`src/rtl/eqlt_pkg.sv`:
```
package eqlt_pkg;

  // bus geometry
  localparam int unsigned ADDR_W = 12;
  localparam int unsigned DATA_W = 32;
  localparam int unsigned IDX_W  = 10;
  localparam int unsigned STRB_W = 4;

  // register indices, byte address is four times the index
  localparam logic [IDX_W-1:0] IDX_MANUAL = 10'h044;
  localparam logic [IDX_W-1:0] IDX_FLOOR  = 10'h045;
  localparam logic [IDX_W-1:0] IDX_SEL_A  = 10'h052;
  localparam logic [IDX_W-1:0] IDX_ENABLE = 10'h056;
  localparam logic [IDX_W-1:0] IDX_SEL_B  = 10'h057;
  localparam logic [IDX_W-1:0] IDX_POWER  = 10'h063;
  localparam logic [IDX_W-1:0] IDX_TARGET = 10'h070;
  localparam logic [IDX_W-1:0] IDX_STATUS = 10'h071;

  // reset values
  localparam logic [7:0] RST_MANUAL = 8'h60;
  localparam logic [7:0] RST_FLOOR  = 8'h88;
  localparam logic [7:0] RST_ZERO   = 8'h00;
  localparam logic [3:0] FLOOR_DEF  = 4'h8;

  // field positions
  localparam int unsigned OVR_BIT  = 0;
  localparam int unsigned STG2_LO  = 1;
  localparam int unsigned STG2_HI  = 3;
  localparam int unsigned STG1_LO  = 5;
  localparam int unsigned STG1_HI  = 7;
  localparam int unsigned FLOOR_HI = 3;
  localparam int unsigned SRC_BIT  = 7;
  localparam int unsigned CODE_LO  = 1;
  localparam int unsigned CODE_HI  = 2;
  localparam int unsigned DRV_BIT  = 3;
  localparam int unsigned SLP_BIT  = 0;
  localparam int unsigned TGT_BIT  = 0;
  localparam int unsigned ST_MISM  = 0;
  localparam int unsigned ST_ACT   = 1;
  localparam int unsigned ST_PORT1 = 2;

  // loop-through source codes
  localparam logic [1:0] CODE_PORT0 = 2'h1;
  localparam logic [1:0] CODE_PORT1 = 2'h2;

  typedef struct packed {
    logic [5:0] manual_value;
    logic       override;
    logic [3:0] floor_port0;
    logic [3:0] floor_port1;
  } eqlt_eq_cfg_t;

  typedef struct packed {
    logic       source_bit;
    logic [1:0] source_code;
    logic       driver_on;
    logic       tx_sleep;
    logic       port_zero;
    logic       port_one;
    logic       drive_active;
    logic       mismatch;
  } eqlt_loop_cfg_t;

endpackage : eqlt_pkg

```
`src/rtl/eqlt_config_regs.sv`:
```
`timescale 1ns/1ps
`default_nettype none

// Operation
// - Bits 3 to 1 of the override register hold the low three bits of the manual equalizer value.
// - Bits 7 to 5 of the override register hold the high three bits of the manual equalizer value.
// - Adaptation starts from a four-bit floor value that resets to eight.
// - With the second-port target set, floor register writes go to the second port's copy.
// - Bit 7 of select A routes input zero when 0 and input one when 1, reset 0.
// - Bits 2 to 1 of select B pick input zero with code 01 and input one with code 10.
// - The loop-through driver outputs only while enable bit 3 is set, reset disabled.
// - Bit 0 of the power register powers the loop-through transmitter down when set.
module eqlt_config_regs
(
  // clock and reset
  input  wire logic                          clk,
  input  wire logic                          reset,
  // apb slave
  input  wire logic                          psel,
  input  wire logic                          penable,
  input  wire logic                          pwrite,
  input  wire logic [eqlt_pkg::ADDR_W-1:0]   paddr,
  input  wire logic [eqlt_pkg::DATA_W-1:0]   pwdata,
  input  wire logic [eqlt_pkg::STRB_W-1:0]   pstrb,
  output var  logic [eqlt_pkg::DATA_W-1:0]   prdata,
  output var  logic                          pready,
  output var  logic                          pslverr,
  // configuration out
  output var  eqlt_pkg::eqlt_eq_cfg_t        eq_cfg,
  output var  eqlt_pkg::eqlt_loop_cfg_t      loop_cfg
);

  logic [7:0]                  manual_ff;
  logic [7:0]                  floor0_ff;
  logic [7:0]                  floor1_ff;
  logic [7:0]                  sel_a_ff;
  logic [7:0]                  enable_ff;
  logic [7:0]                  sel_b_ff;
  logic [7:0]                  power_ff;
  logic [7:0]                  target_ff;
  logic [eqlt_pkg::DATA_W-1:0] prdata_ff;
  logic                        pslverr_ff;
  logic [eqlt_pkg::IDX_W-1:0]  idx;
  logic                        aligned;
  logic                        mapped;
  logic                        wr_en;
  logic [7:0]                  wbyte;
  logic [7:0]                  rd_byte;
  logic [7:0]                  status;
  logic                        port_zero;
  logic                        port_one;
  logic                        mismatch;
  logic                        drive_active;

  assign idx     = paddr[eqlt_pkg::ADDR_W-1:2];
  assign aligned = (paddr[1:0] == 2'h0);
  assign wbyte   = pwdata[7:0];

  always_comb
  begin
    case (idx)
      eqlt_pkg::IDX_MANUAL,
      eqlt_pkg::IDX_FLOOR,
      eqlt_pkg::IDX_SEL_A,
      eqlt_pkg::IDX_ENABLE,
      eqlt_pkg::IDX_SEL_B,
      eqlt_pkg::IDX_POWER,
      eqlt_pkg::IDX_TARGET,
      eqlt_pkg::IDX_STATUS: mapped = aligned;
      default:              mapped = 1'b0;
    endcase
  end

  // writes land at the access phase, low byte lane only
  assign wr_en = psel && penable && pwrite && pstrb[0] && mapped;

  // manual equalizer value and bypass
  always_ff @(posedge clk)
  begin
    if (reset)
      manual_ff <= eqlt_pkg::RST_MANUAL;
    else if (wr_en && idx == eqlt_pkg::IDX_MANUAL)
      manual_ff <= wbyte;
  end

  // per-port floor copies, steered by the port target
  always_ff @(posedge clk)
  begin
    if (reset)
    begin
      floor0_ff <= eqlt_pkg::RST_FLOOR;
      floor1_ff <= eqlt_pkg::RST_FLOOR;
    end
    else if (wr_en && idx == eqlt_pkg::IDX_FLOOR)
    begin
      if (target_ff[eqlt_pkg::TGT_BIT])
        floor1_ff <= wbyte;
      else
        floor0_ff <= wbyte;
    end
  end

  always_ff @(posedge clk)
  begin
    if (reset)
      target_ff <= eqlt_pkg::RST_ZERO;
    else if (wr_en && idx == eqlt_pkg::IDX_TARGET)
      target_ff <= wbyte;
  end

  // loop-through source selects
  always_ff @(posedge clk)
  begin
    if (reset)
      sel_a_ff <= eqlt_pkg::RST_ZERO;
    else if (wr_en && idx == eqlt_pkg::IDX_SEL_A)
      sel_a_ff <= wbyte;
  end

  always_ff @(posedge clk)
  begin
    if (reset)
      sel_b_ff <= eqlt_pkg::RST_ZERO;
    else if (wr_en && idx == eqlt_pkg::IDX_SEL_B)
      sel_b_ff <= wbyte;
  end

  // driver enable and transmitter power-down
  always_ff @(posedge clk)
  begin
    if (reset)
      enable_ff <= eqlt_pkg::RST_ZERO;
    else if (wr_en && idx == eqlt_pkg::IDX_ENABLE)
      enable_ff <= wbyte;
  end

  always_ff @(posedge clk)
  begin
    if (reset)
      power_ff <= eqlt_pkg::RST_ZERO;
    else if (wr_en && idx == eqlt_pkg::IDX_POWER)
      power_ff <= wbyte;
  end

  // port decode; codes 00 and 11 select no port
  assign port_zero = (sel_b_ff[eqlt_pkg::CODE_HI:eqlt_pkg::CODE_LO] == eqlt_pkg::CODE_PORT0);
  assign port_one  = (sel_b_ff[eqlt_pkg::CODE_HI:eqlt_pkg::CODE_LO] == eqlt_pkg::CODE_PORT1);

  // both selects must agree on one valid port
  assign mismatch = !(port_zero || port_one) ||
                    (sel_a_ff[eqlt_pkg::SRC_BIT] != port_one);

  // driver live only when enabled, powered and pointed at a port
  assign drive_active = enable_ff[eqlt_pkg::DRV_BIT] &&
                        !power_ff[eqlt_pkg::SLP_BIT] &&
                        (port_zero || port_one);

  always_comb
  begin
    status                    = 8'h00;
    status[eqlt_pkg::ST_MISM]  = mismatch;
    status[eqlt_pkg::ST_ACT]   = drive_active;
    status[eqlt_pkg::ST_PORT1] = port_one;
  end

  always_comb
  begin
    case (idx)
      eqlt_pkg::IDX_MANUAL: rd_byte = manual_ff;
      eqlt_pkg::IDX_FLOOR:
      begin
        if (target_ff[eqlt_pkg::TGT_BIT])
          rd_byte = floor1_ff;
        else
          rd_byte = floor0_ff;
      end
      eqlt_pkg::IDX_SEL_A:  rd_byte = sel_a_ff;
      eqlt_pkg::IDX_ENABLE: rd_byte = enable_ff;
      eqlt_pkg::IDX_SEL_B:  rd_byte = sel_b_ff;
      eqlt_pkg::IDX_POWER:  rd_byte = power_ff;
      eqlt_pkg::IDX_TARGET: rd_byte = target_ff;
      eqlt_pkg::IDX_STATUS: rd_byte = status;
      default:              rd_byte = 8'h00;
    endcase
  end

  // read data and error captured in the setup cycle
  always_ff @(posedge clk)
  begin
    if (reset)
      prdata_ff <= 32'h0000_0000;
    else if (psel && !penable)
      prdata_ff <= {24'h00_0000, (mapped ? rd_byte : 8'h00)};
  end

  always_ff @(posedge clk)
  begin
    if (reset)
      pslverr_ff <= 1'b0;
    else if (psel && !penable)
      pslverr_ff <= !mapped;
  end

  assign prdata  = prdata_ff;
  assign pready  = 1'b1;
  assign pslverr = pslverr_ff && psel && penable;

  always_comb
  begin
    eq_cfg.manual_value = {manual_ff[eqlt_pkg::STG1_HI:eqlt_pkg::STG1_LO],
                           manual_ff[eqlt_pkg::STG2_HI:eqlt_pkg::STG2_LO]};
    eq_cfg.override     = manual_ff[eqlt_pkg::OVR_BIT];
    eq_cfg.floor_port0  = floor0_ff[eqlt_pkg::FLOOR_HI:0];
    eq_cfg.floor_port1  = floor1_ff[eqlt_pkg::FLOOR_HI:0];
  end

  always_comb
  begin
    loop_cfg.source_bit   = sel_a_ff[eqlt_pkg::SRC_BIT];
    loop_cfg.source_code  = sel_b_ff[eqlt_pkg::CODE_HI:eqlt_pkg::CODE_LO];
    loop_cfg.driver_on    = enable_ff[eqlt_pkg::DRV_BIT];
    loop_cfg.tx_sleep     = power_ff[eqlt_pkg::SLP_BIT];
    loop_cfg.port_zero    = port_zero;
    loop_cfg.port_one     = port_one;
    loop_cfg.drive_active = drive_active;
    loop_cfg.mismatch     = mismatch;
  end

  // checks
  logic [7:0] wbyte_q;

  always_ff @(posedge clk)
  begin
    if (reset)
      wbyte_q <= 8'h00;
    else
      wbyte_q <= wbyte;
  end
endmodule : eqlt_config_regs

`default_nettype wire

```
`config.mk`:
```
export PLATFORM = sky130hd
export DESIGN_NAME = eqlt_config_regs
export DESIGN_NICKNAME = d
export VERILOG_FILES = /design/src/rtl/eqlt_pkg.sv /design/src/rtl/eqlt_config_regs.sv
export SDC_FILE = /design/constraint.sdc
export NUM_CORES = 1
export LEC_CHECK = 0
export BUFFER_PORTS_ARGS = -buffer_cell sky130_fd_sc_hd__buf_2
export CAP_MARGIN = 20
export CORE_UTILIZATION = 58
export DETAILED_ROUTE_END_ITERATION = 12
export PLACE_DENSITY = 0.86
export SYNTH_ARGS = -nofsm -noshare
export SYNTH_HDL_FRONTEND = slang
export SYNTH_SLANG_ARGS = --single-unit
```
`constraint.sdc`:
```
create_clock -name clk -period 3.8 [get_ports clk]
set_input_delay 0.76 -clock clk [delete_from_list [all_inputs] [get_ports clk]]
set_output_delay 0.76 -clock clk [all_outputs]
set_load 0.02 [all_outputs]
```
[Yosys cells after proc, flatten, opt, wreduce, memory -nomap -nowiden]
Cells that the tools add are included.
Operators by class
  divide/modulo/power cells: 0
  $lt $le $gt $ge: 0
  add/subtract/negate cells: 0
  bitwise gates (word level): 1
  equal/unequal tests: 11
  multiplexer cells: 4
  reduce and logical (&&, ||, !) cells: 26
  shift-type cells: 0
  multipliers: 0
Operator list (number)
  equality test 10 x 7 -> 1 bit, second input constant: 8
  one-hot mux 8 bit (8 select lines): 1
  logical AND 1 bit: 16
  2-to-1 mux 8 bit: 2
  OR reduction 8 bit: 1
  logical NOT 1 bit: 4
  AND reduction 2 bit: 2
  equality test 2 x 1 -> 1 bit, second input constant: 1
  equality test 2 bit, second input constant: 1
  logical NOT 2 bit: 1
  logical OR 1 bit: 2
  2-to-1 mux 1 bit: 1
  != test 1 bit: 1
  inverter 1 bit: 1
Storage, ports and cells
  flip-flop bits (word level): 73
  output and inout bits: 58
  input bits: 53
  latch bits: 0
  memories kept: 0
  memory bits (read-only): 0
  memory bits (writable): 0

[Longest topological paths before layout]
  word-level depth: 6
  mapped depth: 7
  gate-level depth less buffers: 6

[Least setup slack after synthesis]
No wires, ideal clock.
  kind: input to register
  from: input paddr[5] in the netlist's numbering
  to: register prdata_ff (netlist bit prdata[2])
  arrival: 2.348 ns
  slack: 1.374 ns
  required time: 3.722 ns
  cell stages on the path: 5
  cell sequence: or3_1 -> buf_6 -> or4b_4 -> or4_4 -> a32oi_1
Between the ends
  word-level cells in the longest chain between the ends: 4
  elaborated cells between the ends (all ways): 12
  those cells by class: eq/ne (8); mux (3); reduce/logical (1)
Ends and longest elaborated chain
  start: declaration: RTL line eqlt_config_regs.sv:22  | input wire logic [eqlt_pkg::ADDR_W-1:0] paddr,
  equality test 10 x 7 -> 1 bit: RTL line eqlt_config_regs.sv:61, eqlt_config_regs.sv:168
  OR reduction 8 bit: RTL line eqlt_config_regs.sv:61  | case (idx)
  2-to-1 mux 1 bit: RTL line eqlt_config_regs.sv:61
  2-to-1 mux 8 bit *: RTL line eqlt_config_regs.sv:193  | prdata_ff <= {24'h00_0000, (mapped ? rd_byte : 8'h00)};
  end signal: assignment: RTL line eqlt_config_regs.sv:193
  end: declaration: RTL line eqlt_config_regs.sv:41  | logic [eqlt_pkg::DATA_W-1:0] prdata_ff;
Every way passes the cells marked *; elsewhere a longest branch is shown, timed or not.
A chain may end at the register's enable or synchronous reset.

[Worst setup path in the final report]
  from: input paddr[2] in the netlist's numbering
  to: register prdata_ff (netlist bit prdata[5])
Same word-level chain as after synthesis.

==> impl_metrics.py <==
metrics = {
    "timing": {
        "hold_viol": 0,
        "max_slew_margin_pct": 39.8,
        "final_max_slew_viol_count": 0,
        "rsz0062_at_grt": "no",
        "worst_pin_slew_ns": 0.896,
        "fin_crit_sh_pct": 70.3,
        "fin_crit_ns": 2.67,
        "fmax_ghz": 0.374,
        "whs_ns": 0.482,
        "finalSetupViolCount": 0,
        "tns_ns": 0,
        "skew_ns": 0.0111,
    },
    "run_status": {
        "status": "finished, final reports clean",
    },
    "layout": {
        "fill_cells": 644,
        "drive_above_1_share_pct": 20.0,
        "final_nets": 580,
        "syn_to_final_growth_pct": 4.39,
        "stdcell_count": 629,
        "layout_common_cells": "73 x dfxtp_1, 58 x buf_2, 47 x a21oi_1",
        "multi_input_area_um2": 2330,
        "n_antenna_cell": 0,
        "design_area_um2": 4550,
        "register_area_um2": 1460,
        "layout_commonest_cell": "dfxtp_1",
    },
    "power": {
        "p_per_area_nw_per_um2": 362,
        "leakage_uw": 0.00161,
        "ir_worst_vdd_mv": 0.259,
        "total_power_uw": 1650,
    },
    "global_routing": {
        "grt_max_degree": 52,
        "antenna_found_initial": 0,
        "grt_pass1_vias": 3661,
        "grt_pass1_wl_mm": 18.9,
        "grt_overflow": 0,
        "grt_usage_pct": 32.4,
    },
    "worst_setup_path": {
        "crit_fanout": 16,
        "start_kind": "input pin",
        "worstSetupEndpointType": "register",
        "crit_required_ns": 4.09,
        "worstSetupPathType": "input pin to register",
        "cpPeakStageDelay_ns": 0.75,
        "worstPathCellList": "buf_2, or4_1, or3_1, or3b_1, a32oi_1",
        "slowest_stage": "or4_1",
        "cp_data_arrival_time_ns": 2.96,
    },
    "route": {
        "drc": 0,
        "drtAntennaViolNets": 0,
        "dr.pass1.iters": 7,
        "drt_iter0_markers": 339,
        "wl_mm": 12.4,
        "vias_per_cell": 6.43,
        "vias": 4045,
        "wl_per_cell_um": 19.7,
    },
    "placement": {
        "dp_cells": 613,
        "portBuffers": 58,
        "place_congestion": 0.934,
        "hpwl_mm": 8.52,
        "placed_area_um2": 4310,
    },
    "floorplanning": {
        "die_area_um2": 7870,
        "die_x_um": 88.7,
        "io_pins": 111,
        "coreArea_um2": 7250,
        "start_util_pct": 60.1,
        "fp-row-count": 31,
        "die_h_um": 88.7,
    },
    "synthesis": {
        "synth-main-ff-cell": "dfxtp_1",
        "synth_cell_types": 68,
        "synth-seq-area-share_pct": 33.5,
        "synth_cells": 514,
        "yosysWarnings": 0,
        "synth_edf_count": 0,
        "synthArstFlopShare_pct": 0,
        "synth_seq_cells": 73,
        "synth_area_per_cell_um2": 8.48,
        "syn_area_um2": 4360,
    },
    "clock_tree": {
        "post_cts.repair.setup_buffers": 0,
        "holdBufCountCts": 0,
        "cts_tree": "done",
        "cts-root-buf": "clkbuf_8",
        "clk_pin_slew_ns": 0.09,
        "cts_buffers": 9,
        "clock_latency_ns": 0.36,
        "cts_resized": 0,
        "cts_sinks": 73,
        "cts_buffer_depth": 2,
        "htree_levels": 3,
    },
    "run": {
        "drv_cap": 0,
    },
    "hold_path": {
        "min_path_type": "register to register",
    },
}
## flip-flops by register name, indices dropped and copies added, names as in the netlist
name / cells
floor0_ff: 8
target_ff: 8
sel_a_ff: 8
enable_ff: 8
manual_ff: 8
prdata: 8
floor1_ff: 8
power_ff: 8
sel_b_ff: 8
pslverr_ff: 1
## where the power goes
| part | switching [µW] | internal [µW] |
|---|---|---|
| clock network | 313 | 440 |
| logic | 99.7 | 30.1 |
| registers | 0.297 | 765 |
## worst max-delay path, delay by kind of cell
| kind | cells | cell delay, ns |
|---|---|---|
| simple gates | 3 | 1.82 |
| compound gates | 1 | 0.18 |
| buf+inv | 1 | 0.19 |
## routing by layer
layer  global-route usage, %  wire (µm)  vias up
met3                    7.18       1220       48
met5                       0          0        -
met4                    18.8        543        0
met2                    52.2       5780      263
met1                    40.0       4830     1897
li1                        -          -     1837
## metrics by stage
step,worst slack [ns],util [%]
4_1_cts,1.18,62.8
2_1_floorplan,1.37,-
5_1_grt,1.05,62.8
3_5_place_dp,0.815,59.4
3_3_place_gp,0.855,59.4
6_report,1.13,62.8
## cell type report
| type | count | share of cell area, % |
|---|---|---|
| inverter | 12 | 0.990 |
| clock buffer | 10 | 2.80 |
| clock inverter | 6 | 2.53 |
| sequential | 73 | 32.1 |
| timing repair buffer | 66 | 7.70 |
| tap | 99 | 2.72 |
| multi-input combinational | 363 | 51.2 |
## kinds of logic after synthesis
group / after synthesis / synth area share [%]
flip-flops: 73 / 33.5
AO/OA/AOI/OAI: 126 / 17.4
buffers and inverters: 101 / 15.1
adder cells (fa/ha/maj): 2 / 0.574
other: 2 / 0.172
AND/OR/NAND/NOR: 179 / 26.1
multiplexers: 30 / 6.94
XOR/XNOR: 1 / 0.201
## path summary, 6_finish.rpt
path              slack (ns)  cells past startpoint                       end                 startpoint
setup reg to reg        1.88                      4    prdata[7]$_SDFFE_PP0P_  target_ff[0]$_SDFFE_PP0P_
setup / recovery        1.13                      5    prdata[5]$_SDFFE_PP0P_                   paddr[2]
hold / removal          0.48                      2  sel_a_ff[0]$_SDFFE_PP0P_   sel_a_ff[0]$_SDFFE_PP0P_
hold reg to reg         0.48                      2  sel_a_ff[0]$_SDFFE_PP0P_   sel_a_ff[0]$_SDFFE_PP0P_
## synth_stat cells (3+ instances only)
| cell type | instances | area share [%] |
|---|---|---|
| dfxtp_1 | 73 | 34 |
| buf_4 | 50 | 8.6 |
| a21oi_1 | 47 | 5.4 |
| nand3_1 | 35 | 4.0 |
| o21ai_0 | 31 | 3.6 |
| mux2i_1 | 28 | 6.4 |
| nand4_1 | 25 | 3.6 |
| clkbuf_1 | 24 | 2.1 |
| nand2b_1 | 21 | 3.0 |
| o21ai_1 | 16 | 1.8 |
| nor2_1 | 14 | 1.2 |
| inv_1 | 12 | 1.0 |
| nor4_1 | 11 | 1.6 |
| buf_2 | 7 | 0.80 |
| nand2_1 | 7 | 0.60 |
| nor3_1 | 6 | 0.69 |
| and3_1 | 5 | 0.72 |
| nand3b_1 | 5 | 0.86 |
| nor2b_1 | 5 | 0.72 |
| or3_1 | 5 | 0.72 |
| a32oi_1 | 4 | 0.80 |
| and2_1 | 4 | 0.57 |
| clkbuf_8 | 4 | 1.3 |
| or3b_2 | 4 | 0.80 |
| a221oi_1 | 3 | 0.60 |
| a2bb2oi_1 | 3 | 0.60 |
| and2b_2 | 3 | 0.60 |
| nor3b_1 | 3 | 0.52 |
| o2111ai_1 | 3 | 0.60 |
| o32a_1 | 3 | 0.69 |
| or4_1 | 3 | 0.52 |
Power figures use the tool's default switching activity.
